==> src/fses_pkg.sv <==
package fses_pkg;

  // ------------------------------------------------------------
  // register map (byte offsets)
  // ------------------------------------------------------------
  localparam logic [7:0] OFF_CTRL = 8'h00;
  localparam logic [7:0] OFF_ADDR = 8'h04;
  localparam logic [7:0] OFF_STAT = 8'h08;

  localparam int STAT_BUSY    = 0;
  localparam int STAT_ERASING = 1;
  localparam int STAT_CHIP    = 2;
  localparam int STAT_ESUSP   = 3;
  localparam int STAT_PSUSP   = 4;
  localparam int STAT_REFUSED = 5;
  localparam int STAT_PBSWAIT = 6;
  localparam int STAT_SRLO    = 8;
  localparam int SR_READY_BIT = 7;

  typedef enum logic [3:0] {
    OP_STATUS = 4'h0,
    OP_PSUSP  = 4'h1,
    OP_PRES   = 4'h2,
    OP_ESUSP  = 4'h3,
    OP_ERES   = 4'h4,
    OP_BLANK  = 4'h5,
    OP_CERASE = 4'h6,
    OP_SERASE = 4'h7,
    OP_HWRST  = 4'h8
  } fses_op_t;

  // ------------------------------------------------------------
  // flash command codes
  // ------------------------------------------------------------
  localparam logic [7:0] CMD_UNLOCK1 = 8'hAA;
  localparam logic [7:0] CMD_UNLOCK2 = 8'h55;
  localparam logic [7:0] CMD_SETUP   = 8'h80;
  localparam logic [7:0] CMD_CHIP    = 8'h10;
  localparam logic [7:0] CMD_SECTOR  = 8'h30;
  localparam logic [7:0] CMD_ERES    = 8'h30;
  localparam logic [7:0] CMD_ESUSP   = 8'hB0;
  localparam logic [7:0] CMD_PSUSP   = 8'h51;
  localparam logic [7:0] CMD_PRES    = 8'h50;
  localparam logic [7:0] CMD_BLANK   = 8'h33;
  localparam logic [7:0] CMD_STATUS  = 8'h70;

  typedef enum logic [1:0] {
    AK_555    = 2'h0,
    AK_2AA    = 2'h1,
    AK_TGT    = 2'h2,
    AK_SEC555 = 2'h3
  } fses_ak_t;

  localparam logic [25:0] ADDR_555    = 26'h0000555;
  localparam logic [25:0] ADDR_2AA    = 26'h00002AA;
  localparam int          SECTOR_BITS = 16;
  localparam logic [3:0]  ERASE_STEPS = 4'h6;

  // ------------------------------------------------------------
  // timing
  // ------------------------------------------------------------
  localparam int CLK_NS      = 4;
  localparam int WE_LOW_NS   = 50;
  localparam int WE_HIGH_NS  = 20;
  localparam int RD_NS       = 100;
  localparam int RST_LOW_NS  = 500;
  localparam int RPH_NS      = 50000;
  localparam int PBS_NS      = 5000;

  localparam logic [15:0] WE_LOW_CYC  = 16'((WE_LOW_NS + CLK_NS - 1) / CLK_NS);
  localparam logic [15:0] WE_HIGH_CYC = 16'((WE_HIGH_NS + CLK_NS - 1) / CLK_NS);
  // two extra cycles cover the input synchroniser
  localparam logic [15:0] RD_CYC = 16'((RD_NS + CLK_NS - 1) / CLK_NS + 2);
  localparam logic [15:0] RST_LOW_CYC = 16'((RST_LOW_NS + CLK_NS - 1) / CLK_NS);
  localparam int          RPH_CYC = (RPH_NS + CLK_NS - 1) / CLK_NS;
  localparam logic [15:0] PBS_CYC = 16'((PBS_NS + CLK_NS - 1) / CLK_NS);

  typedef enum logic [2:0] {
    ST_IDLE = 3'h0,
    ST_WLO  = 3'h1,
    ST_WHI  = 3'h2,
    ST_RD   = 3'h3,
    ST_RLO  = 3'h4,
    ST_RREC = 3'h5
  } fses_state_t;

endpackage

==> src/fses_host.sv <==
// The APB slave port and the register addresses were left to the implementer.
`timescale 1ns/10ps
module fses_host #(
  parameter logic [15:0] RPH_CYCLES = 16'(fses_pkg::RPH_CYC)
) (
  // clock and reset
  input  wire logic        clk_sys,
  input  wire logic        sys_rst,
  input  wire logic        clk_en,
  // apb slave
  input  wire logic        psel,
  input  wire logic        penable,
  input  wire logic        pwrite,
  input  wire logic [7:0]  paddr,
  input  wire logic [31:0] pwdata,
  output logic      [31:0] prdata,
  output logic             pready,
  output logic             pslverr,
  // flash pins
  output logic      [25:0] fl_addr,
  output logic      [15:0] fl_dq_out,
  output logic             fl_dq_oe,
  input  wire logic [15:0] fl_dq_in,
  output logic             fl_ce_n,
  output logic             fl_oe_n,
  output logic             fl_we_n,
  output logic             fl_rst_n
);

  // ------------------------------------------------------------
  // command sequence tables
  // ------------------------------------------------------------
  function automatic logic [3:0] seq_len(input fses_pkg::fses_op_t op);
    seq_len = 4'h1;
    if (op == fses_pkg::OP_CERASE || op == fses_pkg::OP_SERASE) begin
      seq_len = fses_pkg::ERASE_STEPS;
    end
  endfunction

  function automatic logic [9:0] seq_ent(input fses_pkg::fses_op_t op,
                                         input logic [3:0] step);
    seq_ent = {fses_pkg::AK_TGT, fses_pkg::CMD_STATUS};
    case (op)
      fses_pkg::OP_STATUS: seq_ent = {fses_pkg::AK_555, fses_pkg::CMD_STATUS};
      fses_pkg::OP_PSUSP:  seq_ent = {fses_pkg::AK_TGT, fses_pkg::CMD_PSUSP};
      fses_pkg::OP_PRES:   seq_ent = {fses_pkg::AK_TGT, fses_pkg::CMD_PRES};
      fses_pkg::OP_ESUSP:  seq_ent = {fses_pkg::AK_TGT, fses_pkg::CMD_ESUSP};
      fses_pkg::OP_ERES:   seq_ent = {fses_pkg::AK_TGT, fses_pkg::CMD_ERES};
      fses_pkg::OP_BLANK:  seq_ent = {fses_pkg::AK_SEC555, fses_pkg::CMD_BLANK};
      fses_pkg::OP_CERASE, fses_pkg::OP_SERASE: begin
        case (step)
          4'h0, 4'h3: seq_ent = {fses_pkg::AK_555, fses_pkg::CMD_UNLOCK1};
          4'h1, 4'h4: seq_ent = {fses_pkg::AK_2AA, fses_pkg::CMD_UNLOCK2};
          4'h2:       seq_ent = {fses_pkg::AK_555, fses_pkg::CMD_SETUP};
          default: begin
            if (op == fses_pkg::OP_CERASE) begin
              seq_ent = {fses_pkg::AK_555, fses_pkg::CMD_CHIP};
            end else begin
              seq_ent = {fses_pkg::AK_TGT, fses_pkg::CMD_SECTOR};
            end
          end
        endcase
      end
      default: seq_ent = {fses_pkg::AK_TGT, fses_pkg::CMD_STATUS};
    endcase
  endfunction

  // ------------------------------------------------------------
  // state
  // ------------------------------------------------------------
  fses_pkg::fses_state_t state, next_state;
  fses_pkg::fses_op_t    op, next_op;
  logic [3:0]  step, next_step;
  logic [15:0] cnt, next_cnt;
  logic [15:0] pbs_cnt, next_pbs_cnt;
  logic [25:0] tgt, next_tgt;
  logic [7:0]  sr, next_sr;
  logic        erasing, next_erasing;
  logic        chip, next_chip;
  logic        esusp, next_esusp;
  logic        psusp, next_psusp;
  logic        refused, next_refused;
  logic [31:0] next_prdata;
  logic        next_pready, next_pslverr;
  logic [25:0] next_fl_addr;
  logic [15:0] next_fl_dq_out;
  logic        next_fl_dq_oe, next_fl_ce_n, next_fl_oe_n, next_fl_we_n;
  logic        next_fl_rst_n;
  logic [15:0] dq_meta, dq_sync;

  // ------------------------------------------------------------
  // next-state logic
  // ------------------------------------------------------------
  logic                 acc, hit;
  fses_pkg::fses_op_t   req;
  logic                 deny;
  logic [9:0]           ent;

  always_comb begin
    acc = psel & penable & pready;
    hit = (paddr == fses_pkg::OFF_CTRL) | (paddr == fses_pkg::OFF_ADDR) |
          (paddr == fses_pkg::OFF_STAT);
    req = fses_pkg::fses_op_t'(pwdata[3:0]);
    next_state = state;  next_op = op;  next_step = step;  next_cnt = cnt;
    next_tgt = tgt;  next_sr = sr;  next_erasing = erasing;  next_chip = chip;
    next_esusp = esusp;  next_psusp = psusp;  next_refused = refused;
    next_fl_addr = fl_addr;  next_fl_dq_out = fl_dq_out;
    next_fl_dq_oe = fl_dq_oe;  next_fl_ce_n = fl_ce_n;  next_fl_oe_n = fl_oe_n;
    next_fl_we_n = fl_we_n;  next_fl_rst_n = fl_rst_n;
    next_pbs_cnt = (pbs_cnt != 16'h0000) ? pbs_cnt - 16'h0001 : pbs_cnt;
    // overlay spaces are never entered here, so suspends never meet one
    case (req)
      fses_pkg::OP_STATUS: deny = 1'b0;
      fses_pkg::OP_HWRST:  deny = 1'b0;
      fses_pkg::OP_PSUSP:  deny = psusp | (erasing & ~esusp) |
                                  (pbs_cnt != 16'h0000);
      fses_pkg::OP_PRES:   deny = ~psusp;
      fses_pkg::OP_ESUSP:  deny = ~erasing | chip | esusp;
      fses_pkg::OP_ERES:   deny = ~esusp | psusp;
      fses_pkg::OP_BLANK, fses_pkg::OP_CERASE,
      fses_pkg::OP_SERASE: deny = erasing | esusp | psusp;
      default:             deny = 1'b1;
    endcase
    ent = seq_ent(op, step);
    case (fses_pkg::fses_ak_t'(ent[9:8]))
      fses_pkg::AK_555: next_fl_addr = fses_pkg::ADDR_555;
      fses_pkg::AK_2AA: next_fl_addr = fses_pkg::ADDR_2AA;
      fses_pkg::AK_SEC555: next_fl_addr = {tgt[25:fses_pkg::SECTOR_BITS],
        fses_pkg::ADDR_555[fses_pkg::SECTOR_BITS-1:0]};
      default: next_fl_addr = tgt;
    endcase
    if (state == fses_pkg::ST_IDLE || state == fses_pkg::ST_RD ||
        state == fses_pkg::ST_RLO || state == fses_pkg::ST_RREC) begin
      next_fl_addr = fl_addr;
    end
    if (acc && pwrite && paddr == fses_pkg::OFF_ADDR) begin
      next_tgt = pwdata[25:0];
    end
    // refusal set wins over a clear; both cannot meet in one access anyway
    if (acc && pwrite && paddr == fses_pkg::OFF_STAT &&
        pwdata[fses_pkg::STAT_REFUSED]) begin
      next_refused = 1'b0;
    end
    if (acc && pwrite && paddr == fses_pkg::OFF_CTRL) begin
      if (state != fses_pkg::ST_IDLE || deny) begin
        next_refused = 1'b1;
      end else if (req == fses_pkg::OP_HWRST) begin
        next_op = req;
        next_state = fses_pkg::ST_RLO;
        next_fl_rst_n = 1'b0;
        next_cnt = fses_pkg::RST_LOW_CYC - 16'h0001;
      end else begin
        next_op = req;
        next_step = 4'h0;
        next_state = fses_pkg::ST_WHI;
        next_cnt = 16'h0000;
      end
    end
    case (state)
      fses_pkg::ST_WLO: begin
        if (cnt == 16'h0000) begin
          next_fl_we_n = 1'b1;
          next_state = fses_pkg::ST_WHI;
          next_cnt = fses_pkg::WE_HIGH_CYC - 16'h0001;
        end else begin
          next_cnt = cnt - 16'h0001;
        end
      end
      fses_pkg::ST_WHI: begin
        // entered once with step 0 as a launch before the first strobe
        if (cnt != 16'h0000) begin
          next_cnt = cnt - 16'h0001;
        end else if (fl_we_n && fl_ce_n) begin
          next_fl_ce_n = 1'b0;
          next_fl_we_n = 1'b0;
          next_fl_dq_oe = 1'b1;
          next_fl_dq_out = {8'h00, ent[7:0]};
          next_state = fses_pkg::ST_WLO;
          next_cnt = fses_pkg::WE_LOW_CYC - 16'h0001;
        end else if (step + 4'h1 < seq_len(op)) begin
          next_step = step + 4'h1;
          next_fl_ce_n = 1'b1;
        end else if (op == fses_pkg::OP_STATUS) begin
          next_fl_dq_oe = 1'b0;
          next_fl_oe_n = 1'b0;
          next_state = fses_pkg::ST_RD;
          next_cnt = fses_pkg::RD_CYC - 16'h0001;
        end else begin
          next_fl_ce_n = 1'b1;
          next_fl_dq_oe = 1'b0;
          next_state = fses_pkg::ST_IDLE;
          case (op)
            fses_pkg::OP_CERASE: begin
              next_erasing = 1'b1;
              next_chip = 1'b1;
            end
            fses_pkg::OP_SERASE: next_erasing = 1'b1;
            fses_pkg::OP_ESUSP:  next_esusp = 1'b1;
            fses_pkg::OP_ERES:   next_esusp = 1'b0;
            fses_pkg::OP_PSUSP:  next_psusp = 1'b1;
            fses_pkg::OP_PRES: begin
              next_psusp = 1'b0;
              next_pbs_cnt = fses_pkg::PBS_CYC;
            end
            default: next_erasing = erasing;
          endcase
        end
      end
      fses_pkg::ST_RD: begin
        if (cnt == 16'h0000) begin
          next_sr = dq_sync[7:0];
          next_fl_oe_n = 1'b1;
          next_fl_ce_n = 1'b1;
          next_state = fses_pkg::ST_IDLE;
          // ready with nothing suspended: erase (or blank check) is over
          if (dq_sync[fses_pkg::SR_READY_BIT] && !esusp && !psusp) begin
            next_erasing = 1'b0;
            next_chip = 1'b0;
          end
        end else begin
          next_cnt = cnt - 16'h0001;
        end
      end
      fses_pkg::ST_RLO: begin
        if (cnt == 16'h0000) begin
          next_fl_rst_n = 1'b1;
          next_state = fses_pkg::ST_RREC;
          next_cnt = RPH_CYCLES;
        end else begin
          next_cnt = cnt - 16'h0001;
        end
      end
      fses_pkg::ST_RREC: begin
        if (cnt == 16'h0000) begin
          // erase is gone; software must start it over
          next_erasing = 1'b0;
          next_chip = 1'b0;
          next_esusp = 1'b0;
          next_psusp = 1'b0;
          next_state = fses_pkg::ST_IDLE;
        end else begin
          next_cnt = cnt - 16'h0001;
        end
      end
      default: next_state = next_state;
    endcase
    // apb: no wait state, data launched from the setup cycle
    next_pready = psel & ~penable;
    next_pslverr = psel & ~penable & ~hit;
    next_prdata = 32'h00000000;
    if (psel && !penable && !pwrite) begin
      case (paddr)
        fses_pkg::OFF_CTRL: next_prdata = {28'h0000000, op};
        fses_pkg::OFF_ADDR: next_prdata = {6'h00, tgt};
        fses_pkg::OFF_STAT: next_prdata = {16'h0000, sr, 1'b0,
          pbs_cnt != 16'h0000, refused, psusp, esusp, chip, erasing,
          state != fses_pkg::ST_IDLE};
        default: next_prdata = 32'h00000000;
      endcase
    end
  end

  // ------------------------------------------------------------
  // registers
  // ------------------------------------------------------------
  always_ff @(posedge clk_sys or posedge sys_rst) begin
    if (sys_rst) begin
      state <= fses_pkg::ST_IDLE;  op <= fses_pkg::OP_STATUS;
      step <= 4'h0;  cnt <= 16'h0000;  pbs_cnt <= 16'h0000;
      tgt <= 26'h0000000;  sr <= 8'h00;  erasing <= 1'b0;  chip <= 1'b0;
      esusp <= 1'b0;  psusp <= 1'b0;  refused <= 1'b0;
      prdata <= 32'h00000000;  pready <= 1'b0;  pslverr <= 1'b0;
      fl_addr <= 26'h0000000;  fl_dq_out <= 16'h0000;  fl_dq_oe <= 1'b0;
      fl_ce_n <= 1'b1;  fl_oe_n <= 1'b1;  fl_we_n <= 1'b1;  fl_rst_n <= 1'b1;
      dq_meta <= 16'h0000;  dq_sync <= 16'h0000;
    end else if (clk_en) begin
      state <= next_state;  op <= next_op;  step <= next_step;
      cnt <= next_cnt;  pbs_cnt <= next_pbs_cnt;  tgt <= next_tgt;
      sr <= next_sr;  erasing <= next_erasing;  chip <= next_chip;
      esusp <= next_esusp;  psusp <= next_psusp;  refused <= next_refused;
      prdata <= next_prdata;  pready <= next_pready;  pslverr <= next_pslverr;
      fl_addr <= next_fl_addr;  fl_dq_out <= next_fl_dq_out;
      fl_dq_oe <= next_fl_dq_oe;  fl_ce_n <= next_fl_ce_n;
      fl_oe_n <= next_fl_oe_n;  fl_we_n <= next_fl_we_n;
      fl_rst_n <= next_fl_rst_n;
      dq_meta <= fl_dq_in;
      dq_sync <= dq_meta;
    end
  end

endmodule // fses_host

==> config.mk <==
export PLATFORM = sky130hd
export DESIGN_NAME = fses_host
export DESIGN_NICKNAME = d
export VERILOG_FILES = /design/src/fses_pkg.sv /design/src/fses_host.sv
export SDC_FILE = /design/constraint.sdc
export NUM_CORES = 1
export LEC_CHECK = 0
export ABC_CLOCK_PERIOD_IN_PS = 6700
export BUFFER_PORTS_ARGS = -buffer_cell sky130_fd_sc_hd__buf_2
export CORE_MARGIN = 10
export CORE_UTILIZATION = 57
export CTS_CLUSTER_SIZE = 14
export DETAILED_ROUTE_END_ITERATION = 8
export GPL_ROUTABILITY_DRIVEN = 0
export PLACE_DENSITY = 0.81
export SETUP_SLACK_MARGIN = 0.15
export SLEW_MARGIN = 10
export SYNTH_ARGS = -nofsm -noshare
export SYNTH_HDL_FRONTEND = slang
export SYNTH_SLANG_ARGS = --single-unit
export TNS_END_PERCENT = 5
==> constraint.sdc <==
create_clock -name clk_sys -period 6.7 [get_ports clk_sys]
set_input_delay 1.005 -clock clk_sys [delete_from_list [all_inputs] [get_ports clk_sys]]
set_output_delay 1.005 -clock clk_sys [all_outputs]
set_load 0.05 [all_outputs]
==> key figures, run 1 <==
STA
  – Least-Margin Pin Slew: about 1.1 ns
  – Post-route clock period utilization: roughly 56%
  – Final Hold Viols: 0
  – Pins over their slew limit: 0
  – Worst slew margin relative to its limit: 25.4%
  – Period minus WS final: between 3 and 4 ns
  – RSZ-0062 raised after global routing: no
  – Setup violators final: 0
  – Setup TNS: 0 ns
  – Clock tree skew after final layout: roughly 0.0093 ns
  – FMAX: roughly 260 MHz

Power and ir drop
  – Internal power component: between 0.0015 and 0.002 W
  – Clock network fraction of total power: between 30% and 40%
  – Overall power after layout: about 0.0025 W
  – Power spent charging and discharging nets: about 0.00080 W
  – Peak VDD IR: roughly 0.20 mV
  – Leak: between 4 and 5 nW
  – Part of the power in combinational logic: between 15 and 20%
  – Part of the power in registers: between 40% and 50%
  – Net switching share of the total power: 31.4%
  – Pwr dens: around 260 nW/um^2

Logic synthesis
  – Sequential fraction of the synthesis area: between 40% and 50%
  – Post-synthesis instance area: about 8600 sq um
  – Area share of the largest cell type after synthesis: a little under half
  – Number of unique standard cell types used by synthesis: between 80 and 90
  – Seq cells post-synth: between 150 and 200
  – Number of synthesized flops with an enable pin: 0
  – Gate count of the mapped netlist: between 800 and 900
  – Syn. warnings: 0
  – Post-synth top cells: 161 x sky130_fd_sc_hd__dfrtp_1, 99 x sky130_fd_sc_hd__nand2_1, 56 x sky130_fd_sc_hd__a21oi_1
  – Cell type with the highest aggregate area in the netlist: sky130_fd_sc_hd__dfrtp_1
  – Post-synth ARST share: 100%
  – Mean instance size in the synthesized netlist: about 9.9 sq um
  – Most frequent cell after synthesis: sky130_fd_sc_hd__dfrtp_1
  – Top cells by area, synth: sky130_fd_sc_hd__dfrtp_1 47%, sky130_fd_sc_hd__mux2_2 6.7%, sky130_fd_sc_hd__nand2_1 4.3%
  – Synth Flop Type: sky130_fd_sc_hd__dfrtp_1

Layout
  – Post-route design area: 9720 sq um
  – Area grow syn2layout: 13.5%
  – Layout fillers: 1,131
  – Multi-input gate area: between 4000 and 5000 sq um
  – Fraction of layout cells with a size suffix above 1: 24.0%
  – Number of standard cells in the layout, taps in and fillers out: 1,145
  – Number of diodes: 0
  – Area of all sequential standard cells: about 4100 sq um
  – Final #Nets: around 1,000

Route
  – Metal-1 WL: ~9600 microns
  – Total length of routed met2 wires: ~10,000 microns
  – Average vias per placed instance: a little over 6
  – DRC violations left: 0
  – Average wire length per cell after detail routing: 19.3 microns
  – Overall via count from detail_route: roughly 7,000
  – Total routed wirelength: between 20,000 and 25,000 microns
  – TritonRoute pass-1 iters: 8
  – Routed wl met3: between 1500 and 2000 microns
  – DR top layer: met5
  – Final ANT Viol Nets: 0
  – Number of design-rule violations left by the first detailed-router iteration: 707

Clocking
  – Clock latency on the worst-skew pair: about 0.43 ns
  – Cts bufs inserted: 17
  – Maximum clock insertion buffer count: 2
  – Count of hold-fix buffers inserted at cts: 0
  – Number of setup buffers added after CTS: 0
  – Clock transition at the registers of the reported paths: about 0.07 ns
  – Number of H-tree branching levels: 4
  – Count of clock tree sinks: 165
  – Total of cells resized after clock tree synthesis: 0
  – Buffer cell driving the clock tree root: sky130_fd_sc_hd__clkbuf_16
  – CTS tree: yes

Global route
  – Total routing resource utilization after global routing: 21.9%
  – Maximum number of pins on one net before global-route repair: 92
  – Number of global-route vias before repair: 6,975
  – Total congestion overflow: 0
  – Antenna violations before repair: 1
  – First-pass GRT wire length: ~36,000 microns

Floorplanning
  – Initial core utilization: slightly below 60%
  – Die Width: about 140 microns
  – CORE AREA: 14,600 sq um
  – Die extent in y: 143 microns
  – I/O pins: 143
  – DIE AREA: 20,300 sq um
  – Cell Rows: 44

Job
  – Total of max-cap violations: 0

Placed design
  – Number of port buffers: 114
  – Count of placed standard cells including taps: 1,113
  – Placed standard-cell area: between 9000 and 10,000 sq um
  – DPL Wire Length: between 15,000 and 20,000 microns

Outcome
  – Status: completed

Critical path
  – Delay-heaviest family, CP: simple AND/OR/NAND/NOR gates
  – Arrival time of data at the critical path endpoint: 4.08 ns
  – Largest stage delay, worst path: 0.87 ns
  – Setup crit end kind: register
  – Required time reported for the critical path endpoint: between 7 and 8 ns
  – Kind of start point of the critical path: primary input
  – Top fanout value on the critical path: 28
  – Buffering stage count on the worst path with inverters included: 1
  – Sequence of cells on the critical path: buf_2 -> nor4_1 -> nand2_1 -> nor3b_2 -> nand4_2 -> mux2_2
  – Classification of the worst setup path: primary input to register
  – Critical-path top delay cell: sky130_fd_sc_hd__nand4_2

Worst hold path
  – Class of the worst hold path: register to register
[power groups by stage]
stage                     Combinational, W  Clock (W)  Sequential, W
after floorplan                   0.000314          0        0.00117
after global placement            0.000369          0        0.00120
after detailed placement          0.000381          0        0.00120
after CTS                         0.000384   0.000977        0.00119
after global routing              0.000431    0.00102        0.00120
final                             0.000386   0.000971        0.00119
[worst reg2reg max path: stages, from the launching register on]
cell and delay (ns):
sky130_fd_sc_hd__dfrtp_1 0.45, sky130_fd_sc_hd__inv_1 0.09, sky130_fd_sc_hd__ha_1 0.29, sky130_fd_sc_hd__nor4b_1 0.44, sky130_fd_sc_hd__nand4_2 0.38, sky130_fd_sc_hd__nor2_1 0.64
sky130_fd_sc_hd__nand3_2 0.31, sky130_fd_sc_hd__nor4b_1 0.45, sky130_fd_sc_hd__nor2_1 0.07
[path summary, 6_finish.rpt]
path	startpoint	to	slack, ns	depth (start not counted)
setup / recovery	paddr[1]	tgt[25]$_DFFE_PP0P_	2.92	6
hold / removal	fl_addr[24]$_DFFE_PP0P_	fl_addr[24]$_DFFE_PP0P_	0.46	2
setup reg to reg	cnt[0]$_DFFE_PP0P_	fl_dq_out[4]$_DFFE_PP0P_	3.46	8
hold reg to reg	fl_addr[24]$_DFFE_PP0P_	fl_addr[24]$_DFFE_PP0P_	0.46	2
max in group asynchronous	sys_rst	sr[5]$_DFFE_PP0P_	4.52	3
min in group asynchronous	sys_rst	pbs_cnt[14]$_DFFE_PP0P_	0.74	2
[metrics by stage]
step                      setup WS [ns]  utilization, %  hold slack [ns]
after detailed placement           2.52            62.3            0.453
after floorplan                    1.24               -            0.471
after CTS                          2.96            66.3            0.468
after global placement             2.56            62.3            0.446
after global routing               2.71            66.3            0.486
final                              2.92            66.3            0.464
[layout make-up]
type / instances / share of cell area, %
multi-input cells: 624 / 42.0
clock buffers: 18 / 4.52
well taps: 184 / 2.37
inverters: 23 / 0.940
clock inverters: 14 / 1.56
repair buffers: 117 / 6.10
flip-flops and latches: 165 / 42.5
[state kept, by name (all words and copies together), names as in the netlist, 3 cells and up]
register   count
pbs_cnt       16
dq_sync        8
sr             8
fl_dq_out      8
dq_meta        8
fl_addr       26
op             4
tgt           26
prdata        26
cnt           16
state          3
step           4
[cells in the final DEF, fill, tap and decap left out, types with 5 or more instances in the layout]
cell	instances
sky130_fd_sc_hd__a211oi_1	6
sky130_fd_sc_hd__a21oi_1	56
sky130_fd_sc_hd__a22o_1	12
sky130_fd_sc_hd__a22oi_1	13
sky130_fd_sc_hd__a31oi_1	7
sky130_fd_sc_hd__and2_1	5
sky130_fd_sc_hd__buf_2	114
sky130_fd_sc_hd__clkbuf_16	17
sky130_fd_sc_hd__conb_1	14
sky130_fd_sc_hd__dfrtp_1	161
sky130_fd_sc_hd__ha_1	11
sky130_fd_sc_hd__inv_1	22
sky130_fd_sc_hd__inv_8	6
sky130_fd_sc_hd__mux2_2	51
sky130_fd_sc_hd__mux2i_1	10
sky130_fd_sc_hd__nand2_1	99
sky130_fd_sc_hd__nand3_1	37
sky130_fd_sc_hd__nand3b_1	8
sky130_fd_sc_hd__nor2_1	51
sky130_fd_sc_hd__nor2b_1	9
sky130_fd_sc_hd__nor3_1	27
sky130_fd_sc_hd__nor3b_1	5
sky130_fd_sc_hd__nor4_1	16
sky130_fd_sc_hd__o21a_1	6
sky130_fd_sc_hd__o21ai_0	45
sky130_fd_sc_hd__o2bb2ai_1	18
sky130_fd_sc_hd__o31ai_1	7
sky130_fd_sc_hd__or2_2	5
sky130_fd_sc_hd__or3_1	9
sky130_fd_sc_hd__xnor2_1	10
sky130_fd_sc_hd__xor2_1	8
[cells by family (layout without fill, tap and decap cells)]
logic type                 count (synthesis)  after routing  synth area share (%)
and+or+nand+nor                          309            309                  18.9
AOI/OAI and AO/OA                        208            208                  16.3
DFF                                      165            165                  48.3
buffers and inverters                     85            172                  4.65
muxes                                     64             64                  8.41
xor gates and xnor gates                  18             18                  1.84
adders and majority gates                 11             11                  1.61
other                                      1             14                0.0438
[routing by layer]
metal	GRT usage (%)	vias up
li1	-	3307
met1	28.6	3440
met2	34.4	332
met3	5.74	51
met4	7.60	2
met5	0	-
No activity file was read; power rests on OpenSTA's default activity.
==> inputs of run 2 (changes only) <==
--- a/config.mk
+++ b/config.mk
@@ -5,7 +5,7 @@
 export SDC_FILE = /design/constraint.sdc
 export NUM_CORES = 1
 export LEC_CHECK = 0
-export ABC_CLOCK_PERIOD_IN_PS = 6700
+export ABC_CLOCK_PERIOD_IN_PS = 3500
 export BUFFER_PORTS_ARGS = -buffer_cell sky130_fd_sc_hd__buf_2
 export CORE_MARGIN = 10
 export CORE_UTILIZATION = 57
==> constraint.sdc (replaced) <==
create_clock -name clk_sys -period 3.5 [get_ports clk_sys]
set_input_delay 0.525 -clock clk_sys [delete_from_list [all_inputs] [get_ports clk_sys]]
set_output_delay 0.525 -clock clk_sys [all_outputs]
set_load 0.05 [all_outputs]
==> run 2 against run 1 <==
Compared with the run above: clock skew shrank 0.0012 ns; via count grew 3.0%; sequential cell count is the same; first-iteration DRC count shrank 29%; cell area grew 1.7%; clock power grew 97%; critical path type is now register to register.
==> key figures, run 2 (synthesis gave the netlist of run 1 again) <==
Route
  – Overall via count from detail_route: around 7,300
  – Total routed wirelength: about 23,000 microns
  – Final ANT Viol Nets: 0
  – TritonRoute pass-1 iters: 6
  – Average vias per placed instance: between 6 and 7
  – Average wire length per cell after detail routing: slightly below 20 microns
  – DRC violations left: 0
  – Number of design-rule violations left by the first detailed-router iteration: approximately 500

STA
  – RSZ-0062 raised after global routing: no
  – Pins over their slew limit: 0
  – Least-Margin Pin Slew: ~0.9 ns
  – Worst slew margin relative to its limit: between 30% and 40%
  – Post-route clock period utilization: around nine tenths
  – Period minus WS final: 3.08 ns
  – FMAX: ~320 MHz
  – Final Hold Viols: 0
  – Setup violators final: 0
  – Clock tree skew after final layout: 0.00810 ns
  – Setup TNS: 0 ns

Power and ir drop
  – Pwr dens: ~500 nW/um^2
  – Peak VDD IR: roughly 0.49 mV
  – Leak: between 4 and 5 nW

Clocking
  – CTS tree: yes
  – Total of cells resized after clock tree synthesis: 0
  – Clock latency on the worst-skew pair: between 0.4 and 0.5 ns
  – Maximum clock insertion buffer count: 2
  – Count of hold-fix buffers inserted at cts: 0
  – Count of clock tree sinks: 165
  – Clock transition at the registers of the reported paths: approximately 0.07 ns
  – Buffer cell driving the clock tree root: sky130_fd_sc_hd__clkbuf_16
  – Number of H-tree branching levels: 4
  – Cts bufs inserted: 17
  – Number of setup buffers added after CTS: 0

Layout
  – Registers with the most flip-flops: fl_addr: 26 flops, prdata: 26 flops, tgt: 26 flops
  – Number of standard cells in the layout, taps in and fillers out: 1,164
  – Most frequent cells in the layout: 161 x sky130_fd_sc_hd__dfrtp_1, 114 x sky130_fd_sc_hd__buf_2, 99 x sky130_fd_sc_hd__nand2_1, 56 x sky130_fd_sc_hd__a21oi_1
  – Area grow syn2layout: 15.5%
  – Final #Nets: between 1,000 and 1,500
  – Fraction of layout cells with a size suffix above 1: between 20% and 30%
  – Leading cell type in the layout, fill and taps excluded: sky130_fd_sc_hd__dfrtp_1

Floorplanning
  – Die extent in y: approximately 140 microns
  – Cell Rows: 44
  – DIE AREA: ~20,000 sq um
  – CORE AREA: ~15,000 sq um
  – Die Width: around 140 microns
  – Initial core utilization: about three fifths
  – I/O pins: 143

Critical path
  – Top fanout value on the critical path: 19
  – Classification of the worst setup path: register to register
  – FF-to-FF setup slack: around 0.42 ns
  – Arrival time of data at the critical path endpoint: 3.43 ns
  – Setup crit end kind: register
  – Kind of start point of the critical path: register
  – Required time reported for the critical path endpoint: between 3 and 4 ns
  – RR Endpoint: fl_addr[2]$_DFFE_PP0P_
  – Startpoint of the worst-slack reg-to-reg timing path: step[0]$_DFFE_PP0P_
  – R2R depth: 11

Placed design
  – Number of port buffers: 114
  – Count of placed standard cells including taps: approximately 1,100
  – DPL Wire Length: 16,200 microns

Outcome
  – Status: completed

Global route
  – Total routing resource utilization after global routing: a little under a quarter
  – Number of global-route vias before repair: 7,226
  – Total congestion overflow: 0
  – Maximum number of pins on one net before global-route repair: between 60 and 70
  – First-pass GRT wire length: ~37,000 microns
  – Antenna violations before repair: 1

Job
  – Total of max-cap violations: 0

Worst hold path
  – Class of the worst hold path: primary input to asynchronous set/reset pin
[run 2: area by class of cell]
class                   count  area (sq um)
fillers                  1143          4760
flip-flops and latches    165          4130
multi-input cells         624          4080
repair buffers            136           761
clock buffers              17           425
well taps                 184           230
clock inverters            14           164
inverters                  23          90.1
diodes                      1          2.50
[run 2: where the power goes]
part           total, W  switching [W]  internal [W]
Sequential      0.00228       0.000206       0.00207
Clock           0.00191       0.000837       0.00107
Combinational  0.000757       0.000451      0.000306
Total           0.00494        0.00149       0.00345
[run 2: per-layer routing]
layer | GRT usage (%) | share of wire (%) | vias to the layer above | wire, microns
met5 | 0 | 0.056 | - | 13
met4 | 8.36 | 2.7 | 2 | 628
met3 | 5.64 | 8.4 | 58 | 1940
met2 | 36.0 | 47 | 335 | 10900
met1 | 30.0 | 42 | 3615 | 9620
li1 | - | - | 3338 | -
[run 2: critical path, stage by stage (launching register included)]
cell,delay (ns)
sky130_fd_sc_hd__dfrtp_1,0.42
sky130_fd_sc_hd__inv_1,0.14
sky130_fd_sc_hd__ha_1,0.20
sky130_fd_sc_hd__mux2i_1,0.08
sky130_fd_sc_hd__nor2_1,0.21
sky130_fd_sc_hd__o21ai_0,0.19
sky130_fd_sc_hd__o22a_1,0.25
sky130_fd_sc_hd__or2_2,0.31
sky130_fd_sc_hd__ha_1,0.42
sky130_fd_sc_hd__nor2b_1,0.49
sky130_fd_sc_hd__a21oi_1,0.10
sky130_fd_sc_hd__o21ai_0,0.19
[run 2: worst max-delay path by stage]
stage                              from                      end  cells after the start
finish              step[0]$_DFFE_PP0P_   fl_addr[2]$_DFFE_PP0P_                     11
global route        step[0]$_DFFE_PP0P_   fl_addr[2]$_DFFE_PP0P_                     11
CTS                 step[0]$_DFFE_PP0P_  fl_addr[20]$_DFFE_PP0P_                     11
detailed placement  step[0]$_DFFE_PP0P_      cnt[10]$_DFFE_PP0P_                     10
global placement    step[0]$_DFFE_PP0P_      cnt[10]$_DFFE_PP0P_                     10
floorplan           step[0]$_DFFE_PP0P_        psusp$_DFFE_PP0P_                     10
[run 2: metrics by stage]
| step | utilization (%) | hold slack [ns] | total power [W] | instance area [sq um] | setup WS [ns] |
|---|---|---|---|---|---|
| 2_1_floorplan | - | 0.471 | 0.00285 | 8610 | 0.856 |
| 3_3_place_gp | 63.4 | 0.446 | 0.00302 | 9290 | 0.519 |
| 3_5_place_dp | 63.4 | 0.451 | 0.00305 | 9290 | 0.461 |
| 4_1_cts | 67.5 | 0.299 | 0.00495 | 9880 | 0.429 |
| 5_1_grt | 67.5 | 0.310 | 0.00516 | 9880 | 0.154 |
| 6_report | 67.5 | 0.282 | 0.00494 | 9880 | 0.416 |
